--- config.mk ---
export PLATFORM = sky130hd
export DESIGN_NAME = serializer_sideband_control
export DESIGN_NICKNAME = d
export VERILOG_FILES = /design/src/sideband_pkg.sv /design/src/serializer_sideband_control.sv /design/src/sideband_i2c_slave.sv /design/src/sideband_sync.sv
export SDC_FILE = /design/constraint.sdc
export NUM_CORES = 1
export LEC_CHECK = 0
export BUFFER_PORTS_ARGS = -buffer_cell sky130_fd_sc_hd__buf_2
export CAP_MARGIN = 20
export CORE_MARGIN = 2
export CORE_UTILIZATION = 30
export CTS_CLUSTER_DIAMETER = 150
export DETAILED_ROUTE_END_ITERATION = 8
export GPL_TIMING_DRIVEN = 1
export PLACE_DENSITY = 0.53
export SLEW_MARGIN = 0
export SYNTH_ARGS = -nofsm -noshare
export SYNTH_HDL_FRONTEND = slang
export SYNTH_HIERARCHICAL = 1
export SYNTH_SLANG_ARGS = --single-unit
--- constraint.sdc ---
create_clock -name CLOCK -period 5.3 [get_ports CLOCK]
set_clock_uncertainty 0.15 [all_clocks]
set_input_delay 0.265 -clock CLOCK [delete_from_list [all_inputs] [get_ports CLOCK]]
set_output_delay 0.265 -clock CLOCK [all_outputs]
set_load 0.05 [all_outputs]
--- src/sideband_pkg.sv ---
// Constants shared by the serializer sideband control block
package sideband_pkg;
	// Register offsets
	localparam logic [7:0] OFS_DEVICE_CONTROL = 8'h01;
	localparam logic [7:0] OFS_CLOCK_LOSS_CONTROL = 8'h03;
	localparam logic [7:0] OFS_ALT_FREQ_OVERRIDE = 8'h04;
	localparam logic [7:0] OFS_LINK_STATUS = 8'h0C;
	localparam logic [7:0] OFS_GPIO0_CONFIG = 8'h0D;
	localparam logic [7:0] OFS_GPIO1_2_CONFIG = 8'h0E;
	localparam logic [7:0] OFS_GPIO3_OUT4_CONFIG = 8'h0F;
	localparam logic [7:0] OFS_OUT5_6_CONFIG = 8'h10;
	localparam logic [7:0] OFS_OUT7_CONFIG = 8'h11;
	localparam logic [7:0] OFS_COLOUR_DEPTH = 8'h12;
	localparam logic [7:0] OFS_FREQ_SEL_OVERRIDE = 8'h35;
	localparam logic [7:0] OFS_INTERRUPT_CONTROL = 8'hC6;
	localparam logic [7:0] OFS_INTERRUPT_STATUS = 8'hC7;
	// Reset values
	localparam logic [7:0] RST_DEVICE_CONTROL = 8'h00;
	localparam logic [7:0] RST_CLOCK_LOSS_CONTROL = 8'h01;
	localparam logic [7:0] RST_CONFIG = 8'h00;
	localparam logic [7:0] RST_INTERRUPT_CONTROL = 8'h00;
	// Field positions
	localparam int APD_ENABLE_BIT = 7;
	localparam int EDGE_SELECT_BIT = 0;
	localparam int SLEEP_ON_LOSS_BIT = 1;
	localparam int PATTERN_ENABLE_BIT = 3;
	localparam int PATTERN_OSC_BIT = 4;
	localparam int ALT_OVR_EN_BIT = 1;
	localparam int ALT_OVR_VAL_BIT = 0;
	localparam int FREQUENCY_BAND_PIN_OVR_EN_BIT = 7;
	localparam int FREQUENCY_BAND_PIN_OVR_VAL_BIT = 6;
	localparam int LINK_DETECT_BIT = 0;
	localparam int PCLK_PRESENT_BIT = 1;
	localparam int MODE18_BIT = 2;
	localparam int INT_GLOBAL_EN_BIT = 0;
	localparam int REMOTE_IRQ_ROUTE_BIT = 5;
	localparam int ISR_ANY_BIT = 0;
	localparam int ISR_REMOTE_BIT = 5;
	// Line configuration nibble
	localparam int LINE_EN_BIT = 0;
	localparam int LINE_FWD_BIT = 1;
	localparam int LINE_BACK_BIT = 2;
	localparam int LINE_VAL_BIT = 3;
	// Pixel clock loss timing
	localparam int CLK_PERIOD_NS = 10;
	localparam int PCLK_LOSS_NS = 1000;
	localparam int PCLK_LOSS_CYCLES = PCLK_LOSS_NS / CLK_PERIOD_NS;
	// Synchroniser: width and idle levels (SCL, SDA, remote interrupt idle high)
	localparam int SYNC_W = 46;
	localparam logic [SYNC_W-1:0] SYNC_RST = 46'h3002_0000_0000;
	typedef enum logic [1:0] {APD_RUN, APD_SLEEP, APD_WAKE} apd_state_t;
endpackage : sideband_pkg

--- src/serializer_sideband_control.sv ---
// Sideband control and status register bank of the video serializer
//
// Operation
// Auto power-down sleeps without back channel, retries
// Forward channel resumes only after bit cleared
// Remote wake uses pass-through and auto-acknowledge
// Sleep on pixel clock loss when enabled
// Clock lost below about one megahertz
// Relock automatically when pixel clock returns
// Registers retained while pixel clock absent
// Any of six link faults clears detect
// Edge select picks rising or falling capture
// Band pin and alternate setting choose mode
// Mirror output follows remote interrupt input
// Mirror held low until downstream lock
// Routed remote interrupt pulls local interrupt low
// Status read clears and releases interrupt
// Host reads status, clears downstream source
// Mirror users keep routing bit low
// Test pattern runs without input, oscillator fallback
// Eighteen-bit mode frees four lines as GPIO
// Eighteen-bit mode set locally, propagated downstream
// Direction codes written per line nibble
// General outputs 4 and 5 become inputs
// General outputs 7 to 4 from register bits
module serializer_sideband_control
	import sideband_pkg::*;
	#(
	parameter logic [6:0] I2C_DEV_ADDR = 7'h0C // Arbitrary bus address
)(
	input wire logic CLOCK, // System clock, 100 MHz
	input wire logic ARST_N, // Asynchronous reset, active low
	input wire logic SCL_IN, // I2C clock pin
	input wire logic SDA_IN, // I2C data pin level
	output logic SDA_OE, // I2C data pulled low while high
	output logic SDA_OUT, // I2C data drive level, always low
	input wire logic REMOTE_WR_EN, // Back channel register write strobe
	input wire logic [7:0] REMOTE_ADDR, // Back channel register offset
	input wire logic [7:0] REMOTE_WDATA, // Back channel write data
	input wire logic PCLK_IN, // Pixel clock pin, sampled
	input wire logic [23:0] PIXEL_DATA, // Parallel pixel inputs
	output logic [23:0] CAPTURED_DATA, // Pixel word on selected edge
	input wire logic BACK_CHANNEL_DET, // Back channel activity seen
	input wire logic [5:0] LINK_FAULT, // Link fault detector flags
	input wire logic DOWNSTREAM_LOCK, // Downstream deserializer locked
	input wire logic DOWNSTREAM_INTERRUPT_IN_N, // Remote interrupt input state
	output logic REMOTE_INTERRUPT_MIRROR_N, // Remote interrupt mirror
	output logic LOCAL_INTERRUPT_N, // Local interrupt, active low
	input wire logic FREQUENCY_BAND_PIN, // Band select pin
	input wire logic ALT_FREQ_PIN, // Alternate frequency strap
	output logic HIGH_BAND_SETTING, // High band mode
	output logic MIDDLE_BAND_SETTING, // Intermediate band mode
	output logic LOW_BAND_SETTING, // Low band mode
	output logic FORWARD_ENABLE, // Forward channel running
	output logic APD_LOW_POWER, // Remote auto power-down sleeping
	output logic APD_RETRY, // Back channel seen, wake pending
	output logic PCLK_SLEEP, // Sleep on lost pixel clock
	output logic TX_PATTERN, // Send internal test pattern
	output logic TX_USE_OSC, // Pattern timed by oscillator
	output logic DOWNSTREAM_18BIT, // Eighteen-bit mode to far end
	input wire logic [3:0] BACK_GPIO, // Back channel GPIO values
	input wire logic [7:4] LINE_IN, // General output pin levels
	output logic [7:0] LINE_OUT, // Line drive levels
	output logic [7:0] LINE_OE, // Line drive enables
	output logic [7:0] FWD_LINE // Line values to forward channel
);
	logic [SYNC_W-1:0] sync_in, sync_out;
	logic pclk_s, bc_s, lock_s, int_n_s, frequency_band_pin_pin_s, alt_pin_s, scl_s, sda_s;
	logic [23:0] data_s;
	logic [5:0] fault_s;
	logic [3:0] back_gpio_s;
	logic [7:4] line_in_s;
	logic [7:0] dev_ctl_ff, clk_ctl_ff, alt_ovr_ff, gpio0_ff, gpio12_ff, gpio3_ff, out56_ff, out7_ff;
	logic [7:0] depth_ff, frequency_band_pin_ovr_ff, icr_ff;
	logic loc_wr, loc_rd, any_wr;
	logic [7:0] loc_addr, loc_wdata, wr_addr, wr_data, rd_data;
	apd_state_t apd_ff;
	logic pclk_prev_ff, pclk_lost_ff, link_ok_ff, int_prev_ff, remote_pend_ff;
	logic [7:0] loss_cnt_ff;
	logic pclk_rise, pclk_fall, remote_fall, isr_read, frequency_band_pin_eff, alt_eff, mode18;
	logic [3:0] line_cfg [8];

	// All pins except reset and the back channel write port cross into the clock domain through two flops
	assign sync_in = {SCL_IN, SDA_IN, ALT_FREQ_PIN, FREQUENCY_BAND_PIN, LINE_IN, BACK_GPIO,
		DOWNSTREAM_INTERRUPT_IN_N, DOWNSTREAM_LOCK, LINK_FAULT, BACK_CHANNEL_DET, PIXEL_DATA, PCLK_IN};
	assign {scl_s, sda_s, alt_pin_s, frequency_band_pin_pin_s, line_in_s, back_gpio_s, int_n_s, lock_s, fault_s, bc_s,
		data_s, pclk_s} = sync_out;

	sideband_sync #(
		.W(SYNC_W),
		.RST_VAL(SYNC_RST)
	) u_sync (
		.clk(CLOCK),
		.arst_n(ARST_N),
		.din(sync_in),
		.dout(sync_out)
	);

	sideband_i2c_slave #(
		.DEV_ADDR(I2C_DEV_ADDR)
	) u_i2c (
		.clk(CLOCK),
		.arst_n(ARST_N),
		.scl(scl_s),
		.sda(sda_s),
		.sda_oe(SDA_OE),
		.wr_en(loc_wr),
		.rd_en(loc_rd),
		.addr(loc_addr),
		.wdata(loc_wdata),
		.rdata(rd_data)
	);

	assign SDA_OUT = 1'b0;

	// Local host wins a same-cycle collision with a back channel write
	assign any_wr = loc_wr || REMOTE_WR_EN;
	assign wr_addr = loc_wr ? loc_addr : REMOTE_ADDR;
	assign wr_data = loc_wr ? loc_wdata : REMOTE_WDATA;
	assign isr_read = loc_rd && (loc_addr == OFS_INTERRUPT_STATUS);

	// Writable registers; clocked by the system clock so pixel clock loss never disturbs them (see)
	always_ff @(posedge CLOCK or negedge ARST_N) begin
		if (!ARST_N) begin
			dev_ctl_ff <= RST_DEVICE_CONTROL;
			clk_ctl_ff <= RST_CLOCK_LOSS_CONTROL;
			alt_ovr_ff <= RST_CONFIG;
			gpio0_ff <= RST_CONFIG;
			gpio12_ff <= RST_CONFIG;
			gpio3_ff <= RST_CONFIG;
			out56_ff <= RST_CONFIG;
			out7_ff <= RST_CONFIG;
			depth_ff <= RST_CONFIG;
			frequency_band_pin_ovr_ff <= RST_CONFIG;
			icr_ff <= RST_INTERRUPT_CONTROL;
		end else if (any_wr) begin
			case (wr_addr)
				OFS_DEVICE_CONTROL: dev_ctl_ff <= wr_data; // Clearing bit 7 wakes (see)
				OFS_CLOCK_LOSS_CONTROL: clk_ctl_ff <= wr_data;
				OFS_ALT_FREQ_OVERRIDE: alt_ovr_ff <= wr_data;
				OFS_GPIO0_CONFIG: gpio0_ff <= wr_data;
				OFS_GPIO1_2_CONFIG: gpio12_ff <= wr_data;
				OFS_GPIO3_OUT4_CONFIG: gpio3_ff <= wr_data;
				OFS_OUT5_6_CONFIG: out56_ff <= wr_data;
				OFS_OUT7_CONFIG: out7_ff <= wr_data;
				OFS_COLOUR_DEPTH: depth_ff <= wr_data;
				OFS_FREQ_SEL_OVERRIDE: frequency_band_pin_ovr_ff <= wr_data;
				OFS_INTERRUPT_CONTROL: icr_ff <= wr_data;
				default: ; // Status and unmapped offsets ignore writes
			endcase
		end
	end

	// Read data at the pointer; unmapped offsets read zero
	always_comb begin
		case (loc_addr)
			OFS_DEVICE_CONTROL: rd_data = dev_ctl_ff;
			OFS_CLOCK_LOSS_CONTROL: rd_data = clk_ctl_ff;
			OFS_ALT_FREQ_OVERRIDE: rd_data = alt_ovr_ff;
			OFS_LINK_STATUS: rd_data = {6'h00, !pclk_lost_ff, link_ok_ff};
			OFS_GPIO0_CONFIG: rd_data = gpio0_ff;
			OFS_GPIO1_2_CONFIG: rd_data = gpio12_ff;
			OFS_GPIO3_OUT4_CONFIG: rd_data = gpio3_ff;
			OFS_OUT5_6_CONFIG: rd_data = out56_ff;
			OFS_OUT7_CONFIG: rd_data = out7_ff;
			OFS_COLOUR_DEPTH: rd_data = depth_ff;
			OFS_FREQ_SEL_OVERRIDE: rd_data = frequency_band_pin_ovr_ff;
			OFS_INTERRUPT_CONTROL: rd_data = icr_ff;
			OFS_INTERRUPT_STATUS: rd_data = {2'h0, remote_pend_ff, 4'h0, remote_pend_ff};
			default: rd_data = 8'h00;
		endcase
	end

	// Remote auto power-down: sleep without back channel, leave only when software clears the enable
	always_ff @(posedge CLOCK or negedge ARST_N) begin
		if (!ARST_N) begin
			apd_ff <= APD_RUN;
		end else begin
			case (apd_ff)
				APD_RUN: if (dev_ctl_ff[APD_ENABLE_BIT] && !bc_s) apd_ff <= APD_SLEEP;
				APD_SLEEP: begin
					if (!dev_ctl_ff[APD_ENABLE_BIT]) apd_ff <= APD_RUN;
					else if (bc_s) apd_ff <= APD_WAKE;
				end
				APD_WAKE: begin
					// Waits here for the remote or local clear of the enable (see)
					if (!dev_ctl_ff[APD_ENABLE_BIT]) apd_ff <= APD_RUN;
					else if (!bc_s) apd_ff <= APD_SLEEP;
				end
				default: apd_ff <= APD_RUN;
			endcase
		end
	end

	assign FORWARD_ENABLE = (apd_ff == APD_RUN);
	assign APD_LOW_POWER = (apd_ff != APD_RUN);
	assign APD_RETRY = (apd_ff == APD_WAKE);

	assign pclk_rise = pclk_s && !pclk_prev_ff;
	assign pclk_fall = !pclk_s && pclk_prev_ff;

	// Pixel clock watchdog: no edge for one microsecond means the clock is gone
	always_ff @(posedge CLOCK or negedge ARST_N) begin
		if (!ARST_N) begin
			pclk_prev_ff <= 1'b0;
			loss_cnt_ff <= 8'h00;
			pclk_lost_ff <= 1'b1;
		end else begin
			pclk_prev_ff <= pclk_s;
			if (pclk_rise || pclk_fall) begin
				loss_cnt_ff <= 8'h00;
				pclk_lost_ff <= 1'b0; // Relock needs no software (see)
			end else if (loss_cnt_ff == 8'(PCLK_LOSS_CYCLES - 1)) begin
				pclk_lost_ff <= 1'b1;
			end else begin
				loss_cnt_ff <= loss_cnt_ff + 8'h01;
			end
		end
	end

	assign PCLK_SLEEP = clk_ctl_ff[SLEEP_ON_LOSS_BIT] && pclk_lost_ff;

	// Pattern keeps running without pixel input while powered; oscillator only when clock lost
	assign TX_PATTERN = FORWARD_ENABLE && clk_ctl_ff[PATTERN_ENABLE_BIT];
	assign TX_USE_OSC = TX_PATTERN && clk_ctl_ff[PATTERN_OSC_BIT] && pclk_lost_ff;

	// Input capture on the selected pixel clock edge
	always_ff @(posedge CLOCK or negedge ARST_N) begin
		if (!ARST_N) begin
			CAPTURED_DATA <= 24'h000000;
		end else if (clk_ctl_ff[EDGE_SELECT_BIT] ? pclk_rise : pclk_fall) begin
			CAPTURED_DATA <= data_s;
		end
	end

	// Link detect drops on any fault or with no back channel
	always_ff @(posedge CLOCK or negedge ARST_N) begin
		if (!ARST_N) begin
			link_ok_ff <= 1'b0;
		end else begin
			link_ok_ff <= bc_s && !(|fault_s);
		end
	end

	// Band decode from each pin unless its own override is enabled
	assign frequency_band_pin_eff = frequency_band_pin_ovr_ff[FREQUENCY_BAND_PIN_OVR_EN_BIT] ? frequency_band_pin_ovr_ff[FREQUENCY_BAND_PIN_OVR_VAL_BIT] : frequency_band_pin_pin_s;
	assign alt_eff = alt_ovr_ff[ALT_OVR_EN_BIT] ? alt_ovr_ff[ALT_OVR_VAL_BIT] : alt_pin_s;
	assign HIGH_BAND_SETTING = !alt_eff;
	assign MIDDLE_BAND_SETTING = frequency_band_pin_eff && alt_eff;
	assign LOW_BAND_SETTING = !frequency_band_pin_eff && alt_eff;

	// Remote interrupt: mirror and routed sticky status; a new edge beats a clearing read
	assign remote_fall = int_prev_ff && !int_n_s;
	always_ff @(posedge CLOCK or negedge ARST_N) begin
		if (!ARST_N) begin
			int_prev_ff <= 1'b1;
			remote_pend_ff <= 1'b0;
			REMOTE_INTERRUPT_MIRROR_N <= 1'b0;
			LOCAL_INTERRUPT_N <= 1'b1;
		end else begin
			int_prev_ff <= int_n_s;
			REMOTE_INTERRUPT_MIRROR_N <= lock_s && int_n_s;
			if (remote_fall && icr_ff[REMOTE_IRQ_ROUTE_BIT] && icr_ff[INT_GLOBAL_EN_BIT]) begin
				remote_pend_ff <= 1'b1;
			end else if (isr_read) begin
				remote_pend_ff <= 1'b0;
			end
			LOCAL_INTERRUPT_N <= !(remote_pend_ff && icr_ff[INT_GLOBAL_EN_BIT]);
		end
	end

	// Per-line nibbles: GPIO 0..3, then general outputs 4..7
	assign mode18 = depth_ff[MODE18_BIT];
	assign DOWNSTREAM_18BIT = mode18;
	assign line_cfg[0] = gpio0_ff[3:0];
	assign line_cfg[1] = gpio12_ff[3:0];
	assign line_cfg[2] = gpio12_ff[7:4];
	assign line_cfg[3] = gpio3_ff[3:0];
	assign line_cfg[4] = gpio3_ff[7:4];
	assign line_cfg[5] = out56_ff[3:0];
	assign line_cfg[6] = out56_ff[7:4];
	assign line_cfg[7] = out7_ff[3:0];

	// Lines only act in 18-bit mode, where the low red and green pins are free
	for (genvar i = 0; i < 8; i++) begin : g_line
		logic pin_lvl;
		logic back_lvl;
		logic act;
		if (i < 4) begin : g_gpio
			// GPIO lines share the two lowest red and green pixel pins
			assign pin_lvl = (i < 2) ? data_s[16 + i] : data_s[8 + i - 2];
			assign back_lvl = back_gpio_s[i];
		end else begin : g_gpo
			// General output lines have no back channel source
			assign pin_lvl = line_in_s[i];
			assign back_lvl = 1'b0;
		end
		assign act = mode18 && line_cfg[i][LINE_EN_BIT];
		always_ff @(posedge CLOCK or negedge ARST_N) begin
			if (!ARST_N) begin
				LINE_OUT[i] <= 1'b0;
				LINE_OE[i] <= 1'b0;
				FWD_LINE[i] <= 1'b0;
			end else if (i < 4) begin
				LINE_OE[i] <= act && line_cfg[i][LINE_BACK_BIT];
				LINE_OUT[i] <= back_lvl;
				FWD_LINE[i] <= act && line_cfg[i][LINE_FWD_BIT] && pin_lvl;
			end else begin
				LINE_OE[i] <= act && !line_cfg[i][LINE_FWD_BIT];
				LINE_OUT[i] <= line_cfg[i][LINE_VAL_BIT];
				FWD_LINE[i] <= act && line_cfg[i][LINE_FWD_BIT] && pin_lvl;
			end
		end
	end
endmodule : serializer_sideband_control

--- src/sideband_i2c_slave.sv ---
// I2C target with register pointer and auto-increment
module sideband_i2c_slave
	import sideband_pkg::*;
	#(
	parameter logic [6:0] DEV_ADDR = 7'h0C // Arbitrary bus address
)(
	input wire logic clk, // System clock
	input wire logic arst_n, // Asynchronous reset, active low
	input wire logic scl, // Synchronised SCL
	input wire logic sda, // Synchronised SDA
	output logic sda_oe, // Pull SDA low
	output logic wr_en, // Register write pulse
	output logic rd_en, // Register fetch pulse
	output logic [7:0] addr, // Register pointer
	output logic [7:0] wdata, // Write data
	input wire logic [7:0] rdata // Read data at pointer
);
	typedef enum logic [3:0] {S_IDLE, S_ADDR, S_ADDR_ACK, S_PTR, S_PTR_ACK, S_WDATA, S_WDATA_ACK,
		S_RDATA, S_RDATA_ACK} i2c_state_t;
	i2c_state_t state_ff;
	logic scl_prev_ff, sda_prev_ff, rw_ff, nack_ff;
	logic [3:0] cnt_ff;
	logic [7:0] sh_ff;
	logic start_cond, stop_cond, scl_rise, scl_fall;

	assign start_cond = scl && scl_prev_ff && sda_prev_ff && !sda;
	assign stop_cond = scl && scl_prev_ff && !sda_prev_ff && sda;
	assign scl_rise = scl && !scl_prev_ff;
	assign scl_fall = !scl && scl_prev_ff;

	// Bus edge history
	always_ff @(posedge clk or negedge arst_n) begin
		if (!arst_n) begin
			scl_prev_ff <= 1'b1;
			sda_prev_ff <= 1'b1;
		end else begin
			scl_prev_ff <= scl;
			sda_prev_ff <= sda;
		end
	end

	// Protocol engine; bits shift on SCL rise, SDA changes on SCL fall
	always_ff @(posedge clk or negedge arst_n) begin
		if (!arst_n) begin
			state_ff <= S_IDLE;
			cnt_ff <= 4'h0;
			sh_ff <= 8'h00;
			rw_ff <= 1'b0;
			nack_ff <= 1'b0;
			sda_oe <= 1'b0;
			wr_en <= 1'b0;
			rd_en <= 1'b0;
			addr <= 8'h00;
			wdata <= 8'h00;
		end else begin
			wr_en <= 1'b0;
			rd_en <= 1'b0;
			if (start_cond) begin
				state_ff <= S_ADDR;
				cnt_ff <= 4'h0;
				sda_oe <= 1'b0;
			end else if (stop_cond) begin
				state_ff <= S_IDLE;
				sda_oe <= 1'b0;
			end else if (scl_rise) begin
				if (state_ff == S_ADDR || state_ff == S_PTR || state_ff == S_WDATA) begin
					sh_ff <= {sh_ff[6:0], sda};
					cnt_ff <= cnt_ff + 4'h1;
				end
				if (state_ff == S_RDATA_ACK) nack_ff <= sda;
			end else if (scl_fall) begin
				case (state_ff)
					S_ADDR: if (cnt_ff == 4'h8) begin
						if (sh_ff[7:1] == DEV_ADDR) begin
							state_ff <= S_ADDR_ACK;
							sda_oe <= 1'b1;
							rw_ff <= sh_ff[0];
						end else state_ff <= S_IDLE;
					end
					S_PTR, S_WDATA: if (cnt_ff == 4'h8) begin
						state_ff <= (state_ff == S_PTR) ? S_PTR_ACK : S_WDATA_ACK;
						sda_oe <= 1'b1;
						if (state_ff == S_PTR) addr <= sh_ff;
						else begin
							wdata <= sh_ff;
							wr_en <= 1'b1;
						end
					end
					S_ADDR_ACK, S_PTR_ACK, S_WDATA_ACK, S_RDATA_ACK: begin
						cnt_ff <= 4'h0;
						sda_oe <= 1'b0;
						if (state_ff == S_WDATA_ACK) addr <= addr + 8'h01;
						if (state_ff == S_PTR_ACK || state_ff == S_WDATA_ACK) state_ff <= S_WDATA;
						else if (state_ff == S_ADDR_ACK && !rw_ff) state_ff <= S_PTR;
						else if (state_ff == S_RDATA_ACK && nack_ff) state_ff <= S_IDLE;
						else begin
							// Fetch a byte: the fetch pulse carries read side effects
							state_ff <= S_RDATA;
							sh_ff <= rdata;
							sda_oe <= !rdata[7];
							rd_en <= 1'b1;
							cnt_ff <= 4'h1;
						end
					end
					S_RDATA: if (cnt_ff == 4'h8) begin
						state_ff <= S_RDATA_ACK;
						sda_oe <= 1'b0;
						addr <= addr + 8'h01;
					end else begin
						sh_ff <= {sh_ff[6:0], 1'b0};
						sda_oe <= !sh_ff[6];
						cnt_ff <= cnt_ff + 4'h1;
					end
					default: ;
				endcase
			end
		end
	end
endmodule : sideband_i2c_slave

--- src/sideband_sync.sv ---
// Two-flop synchroniser for a group of asynchronous pins
module sideband_sync #(
	parameter int W = 1,
	parameter logic [W-1:0] RST_VAL = '0
)(
	input wire logic clk, // System clock
	input wire logic arst_n, // Asynchronous reset, active low
	input wire logic [W-1:0] din, // Asynchronous inputs
	output logic [W-1:0] dout // Synchronised outputs
);
	logic [W-1:0] meta_ff;

	// First stage feeds only the second stage
	always_ff @(posedge clk or negedge arst_n) begin
		if (!arst_n) begin
			meta_ff <= RST_VAL;
			dout <= RST_VAL;
		end else begin
			meta_ff <= din;
			dout <= meta_ff;
		end
	end
endmodule : sideband_sync

==> flow_summary.toml, run 1 <==
[route]
route.detailed.drc = 0
routed_wl_mm = 29.0
vias = 7753
dr.pass1.iters = 7
wl_per_cell_um = 18.1
drt_iter0_markers = 405
ant_nets = 0
viasPerCell = 4.84

[layout]
final_util = 0.375
largestRegisters = "u_sync/dout (46), u_sync/meta_ff (46), CAPTURED_DATA (24)"
nets = 1134
area.growth.synth_to_final_pct = 23.3
diodes = 0
layout.cells.most_common_list = "dfrtp_1 (272), mux2_2 (141), buf_2 (124), dlygate4sd3_1 (47), nand2_1 (46)"
final_common_cell = "dfrtp_1"
drive_gt1_frac = 0.325

[floorplanning]
pin_count = 127
die_h_um = 202
die_w_um = 202
core_area_mm2 = 0.0387
start_util = 0.304
fp-row-count = 72
design.die.area_mm2 = 0.0409

[worst_setup_path]
critPathCaptureType = "flop"
path_cells = "buf_4 > nor2b_1 > a21oi_1 > nor4_4 > mux2_2"
slowest_delay_ps = 810
arrival_ps = 3540
required_ps = 5560
critPathMaxFanout = 34
cp-start-kind = "flop"
criticalPathCategory = "reg -> reg"
slowest_stage = "nor2b_1"

[timing]
max_slew_margin = 0.335
finalSetupTns_ps = 0
grt_setup_unrepaired = "false"
fin_ws_ps = 2020
fmax_mhz = 305
slew_violations = 0
report.final.setup_viol = 0
final_hold_viol_count = 0
post-route-min-period_ps = 3280
layout_worst_path_cycle_share = 0.619
worst_pin_slew_ps = 995

[yosys]
yosys.area.top_type = "dfrtp_1"
synthFlopType = "dfrtp_1"
synth.distinct_cells = 81
synth_seq_cells = 284
synth_area_per_cell_um2 = 13.2
ys_seq_area_frac = 0.604
netlist.area_leader.share = 0.578
synth_edf_count = 0
syn-cell-area_mm2 = 0.0118
async_flop_share = 1.00
synth_nets = 967
syn_inst = 893
yosys-top-cells-area = "dfrtp_1 (58%), mux2_2 (13%), dfstp_2 (2.7%)"
yosys_warnings = 6

[clock_network]
cts_htree_levels = 2
cts_tree = "built"
clock-root-buffer = "clkbuf_16"
cts.sinks = 284
post_cts_buffers = 0
clk_latency_ps = 530
numCtsBuffers = 34
cts_buffer_depth = 3
cts_resized = 0
clk_pin_slew_ps = 60

[global_routing]
grt_usage = 0.145
antenna_found_initial = 1
first_global_vias = 7810
grt_pass1_wl_mm = 45.9
overflow = 0
grt_max_degree = 174

[pwr]
power.density_mw_per_mm2 = 355
p_leak_uw = 0.00670
ir_worst_vdd_uv = 290

[placement]
place_ws_ps = 2010
io_buffer_count = 125
hpwl_mm = 19.3
place_congestion = 0.849

[hold_path]
hold_class = "in -> async"

[outcome]
outcome = "finished, final reports clean"

[flow_run]
max_cap_viol_count = 0
what timing repair did:
action | 4_1_cts | 5_1_grt
hold endpoints to repair | 116 | 0
hold buffers | 47 | 0
endpoints found under the setup margin | 0 | 0
metal layers:
metal | global-route usage | routed length, um | share of wire | vias up
li1 | - | - | - | 3570
met1 | 0.200 | 13300 | 0.46 | 3928
met2 | 0.223 | 13300 | 0.46 | 213
met3 | 0.0361 | 1690 | 0.058 | 42
met4 | 0.0448 | 607 | 0.021 | 0
met5 | 0 | 0 | 0 | -
kinds of logic (layout without fill, tap and decap cells):
group / after synthesis / after routing / synth area share
AO/OA/AOI/OAI: 126 / 126 / 0.0778
XOR/XNOR: 7 / 7 / 0.00520
adder cells (fa/ha/maj): 9 / 9 / 0.00956
buffers and inverters: 63 / 253 / 0.0237
flip-flops: 284 / 284 / 0.604
multiplexers: 176 / 176 / 0.165
other: 1 / 1 / 0.000318
AND/OR/NAND/NOR: 227 / 227 / 0.114
stage by stage:
step / area (um2) / hold slack [ps] / total power (uW) / cells
3_5_place_dp: 12900 / 137 / 2810 / 1495
5_1_grt: 14500 / 192 / 5390 / 1601
2_1_floorplan: 11800 / -181 / 2630 / 893
6_report: 14500 / 138 / 5160 / 1601
4_1_cts: 14500 / 162 / 5260 / 1601
3_3_place_gp: 12900 / 135 / 2800 / 1495
cell usage after synthesis, types with 3 or more instances:
master,n
a211oi_1,4
a21oi_1,16
a22o_1,6
a22oi_1,9
a311oi_1,5
a31oi_1,6
a32oi_1,8
and2_1,14
and3_1,14
and4_1,6
buf_1,3
buf_2,10
buf_4,6
clkbuf_1,26
dfrtp_1,272
dfstp_2,12
ha_1,9
inv_1,17
mux2_1,8
mux2_2,141
mux2i_1,27
nand2_1,46
nand2b_1,9
nand3_1,31
nand3b_1,5
nand4_1,4
nand4b_1,6
nor2_1,36
nor2b_1,11
nor3_1,9
nor3_4,3
nor3b_1,6
nor4_1,5
nor4b_1,4
o211ai_1,5
o21ai_0,25
o22a_1,5
o22ai_1,5
xnor2_1,4
xor2_1,3
worst paths after layout:
path	from	to	slack, ps	cells after the start
min in group CLOCK	u_sync/meta_ff[15]$_DFF_PN0_	u_sync/dout[15]$_DFF_PN0_	190	0
worst min register to register	u_sync/meta_ff[15]$_DFF_PN0_	u_sync/dout[15]$_DFF_PN0_	190	0
worst min-delay path	ARST_N	u_i2c/state_ff[2]$_DFFE_PN0P_	140	2
worst max-delay path	u_i2c/addr[1]$_DFFE_PN0P_	frequency_band_pin_ovr_ff[6]$_DFFE_PN0P_	2020	5
max in group asynchronous	ARST_N	u_sync/meta_ff[0]$_DFF_PN0_	3480	3
worst max register to register	u_i2c/addr[1]$_DFFE_PN0P_	frequency_band_pin_ovr_ff[6]$_DFFE_PN0P_	2020	5
critical path: cells and delay by family, from the launching register on:
kind	cells	cell delay, ps
DFF	1	410
AOI/OAI and AO/OA	1	450
buffers and inverters	1	280
and+or+nand+nor	2	1440
muxes	1	410
power by group:
group | switching, uW | internal, uW | leakage [uW]
clock network | 912 | 1460 | 0.000555
registers | 65.7 | 2280 | 0.00363
logic | 285 | 151 | 0.00251
layout make-up:
type | count | area (um2)
multi-input combinational | 546 | 4390
sequential | 284 | 7120
tap | 518 | 648
clock inverter | 11 | 191
timing repair buffer | 177 | 1160
clock buffer | 48 | 953
fill | 3822 | 24200
inverter | 17 | 63.8
No activity file was read; power rests on OpenSTA's default activity.
==> inputs of run 2 (changes only) <==
- ABC_AREA: not set -> 1
- PLACE_DENSITY: 0.53 -> 0.55
- clock period: 5.3 -> 2.9 ns (I/O delays scaled with it)
==> run 2 against run 1 <==
Effect of this change:
- register-to-register slack got worse by 1700 ps
- synthesized cell count rose by 53%
- combinational power rose by 92%
- critical endpoint is now dev_ctl_ff[0]$_DFFE_PN0P_
- highest routed layer unchanged
==> flow_summary.toml, run 2 <==
[route]
routed_wl_mm = 34.4
drt_iter0_markers = 921
wl_per_cell_um = 16.3
viasPerCell = 4.67
ant_nets = 0
vias = 9822
dr.pass1.iters = 5
route.detailed.drc = 0

[yosys]
synth_edf_count = 0
synth_seq_cells = 284
synthTopCellsByCount = "nand2_1 (475), dfrtp_1 (272), nand3_1 (142)"
netlist.area_leader.share = 0.559
syn_inst = 1365
synth.distinct_cells = 42
synthFlopType = "dfrtp_1"
yosys-top-cells-area = "dfrtp_1 (56%), nand2_1 (15%), nand3_1 (5.8%)"
syn-cell-area_mm2 = 0.0122
yosys.area.top_type = "dfrtp_1"
synth_area_per_cell_um2 = 8.92
yosys_warnings = 6
async_flop_share = 1.00
synth.most_common_cell = "nand2_1"
ys_seq_area_frac = 0.585
synth_nets = 1439

[clock_network]
clock-root-buffer = "clkbuf_16"
cts_resized = 0
cts_tree = "built"
clk_pin_slew_ps = 60
cts_buffer_depth = 3
numCtsBuffers = 31
post_cts_buffers = 0
cts.sinks = 284
cts_htree_levels = 1
holdBufCountCts = 51
clk_latency_ps = 570

[pwr]
power_frac_comb = 0.093
power_frac_clock = 0.431
seq_power_share = 0.476
swShare = 0.257
p_leak_uw = 0.00761
p_total_uw = 9010
p_sw_uw = 2320
p_int_uw = 6690
power.density_mw_per_mm2 = 602
ir_worst_vdd_uv = 445

[layout]
fillers = 4044
area.growth.synth_to_final_pct = 23.0
seq_area_mm2 = 0.00712
multi_input_area_mm2 = 0.00445
diodes = 0
largestRegisters = "u_sync/dout (46), u_sync/meta_ff (46), CAPTURED_DATA (24)"
drive_gt1_frac = 0.174
nets = 1631
final_common_cell = "nand2_1"
final_util = 0.375
layout.cells.most_common_list = "nand2_1 (475), dfrtp_1 (272), nand3_1 (142), buf_2 (124), inv_1 (93)"

[worst_setup_path]
critPathCaptureType = "flop"
critPathMaxFanout = 16
cp-start-kind = "flop"
reg2reg_depth = 9
criticalPathCategory = "reg -> reg"
cpMostUsedCell = "nand2_1"
slowest_stage = "dfrtp_1"
path_cells = "inv_4 > nand2_1 > o21ai_4 > nor2_4 > nand2_1 > nor2_1 > nand2_1 > nand2_1 > nand2_1"
arrival_ps = 2890
slowest_delay_ps = 740
required_ps = 3200

[timing]
max_slew_margin = 0.476
layout_worst_path_cycle_share = 0.894
post-route-min-period_ps = 2590
fmax_mhz = 386
worst_pin_slew_ps = 786
final_hold_viol_count = 0
grt_setup_unrepaired = "false"
finalSetupTns_ps = 0
hold_slack_ps = 17.9
slew_violations = 0
report.final.setup_viol = 0

[floorplanning]
pin_count = 127
fp-row-count = 73
die_w_um = 205
design.die.area_mm2 = 0.0422
die_h_um = 205
start_util = 0.305
core_area_mm2 = 0.0399

[placement]
io_buffer_count = 125
hpwl_mm = 24.3
place_congestion = 0.927

[hold_path]
min_path_cells = 7
hold_class = "in -> reg"

[global_routing]
overflow = 0
grt_pass1_wl_mm = 54.1
antenna_found_initial = 0
grt_usage = 0.165
grt_max_degree = 77
first_global_vias = 9609

[outcome]
outcome = "finished, final reports clean"

[flow_run]
max_cap_viol_count = 0
-- run 2: metal layers --
layer / GRT usage / wire length (um) / vias to the layer above
li1: - / - / 4770
met1: 0.214 / 14800 / 4714
met2: 0.275 / 16400 / 272
met3: 0.0344 / 2030 / 66
met4: 0.0563 / 1110 / 0
met5: 0 / 0 / -
-- run 2: area by class of cell --
class                   count  area share
clock buffers              45      0.0593
clock inverters            11     0.00769
inverters                 111      0.0283
multi-input cells         938       0.297
flip-flops and latches    284       0.476
well taps                 525      0.0439
repair buffers            191      0.0878
-- run 2: path summary, 6_finish.rpt --
path	startpoint	endpoint	slack (ps)
worst max-delay path	u_i2c/wr_en$_DFF_PN0_	dev_ctl_ff[0]$_DFFE_PN0P_	310
worst min-delay path	REMOTE_ADDR[6]	icr_ff[5]$_DFFE_PN0P_	20
worst max register to register	u_i2c/wr_en$_DFF_PN0_	dev_ctl_ff[0]$_DFFE_PN0P_	310
worst min register to register	u_sync/meta_ff[2]$_DFF_PN0_	u_sync/dout[2]$_DFF_PN0_	190
max in group asynchronous	ARST_N	clk_ctl_ff[0]$_DFFE_PN1P_	2080
min in group asynchronous	ARST_N	u_sync/dout[33]$_DFF_PN1_	50
-- run 2: kinds of logic (layout without fill, tap and decap cells) --
logic type | after synthesis | in the layout | share of synthesized area
simple gates | 840 | 840 | 0.313
flops | 284 | 284 | 0.585
buf+inv | 143 | 358 | 0.0502
compound gates | 79 | 79 | 0.0359
fa+ha+maj | 9 | 9 | 0.00925
xor+xnor | 7 | 7 | 0.00504
mux | 2 | 2 | 0.00175
other cells | 1 | 1 | 0.000308
-- run 2: power groups by stage --
stage               sequential [uW]  combinational [uW]  clock [uW]
detailed placement             4360                 787           0
CTS                            4290                 849        3990
floorplan                      4510                 296           0
finish                         4290                 834        3880
global placement               4360                 775           0
global route                   4310                 920        4170
-- run 2: through the flow --
step                instances  setup WS, ps  area [um2]
floorplan                1365          19.3       12200
global placement         1998           348       13400
detailed placement       1998           376       13400
CTS                      2105           362       15000
global route             2105          96.6       15000
finish                   2105           309       15000
-- run 2: critical path: cells and delay by family, from the launching register on --
kind            cells  cell delay (ps)
buf+inv             1              220
compound gates      1              140
simple gates        7             1210
flops               1              740
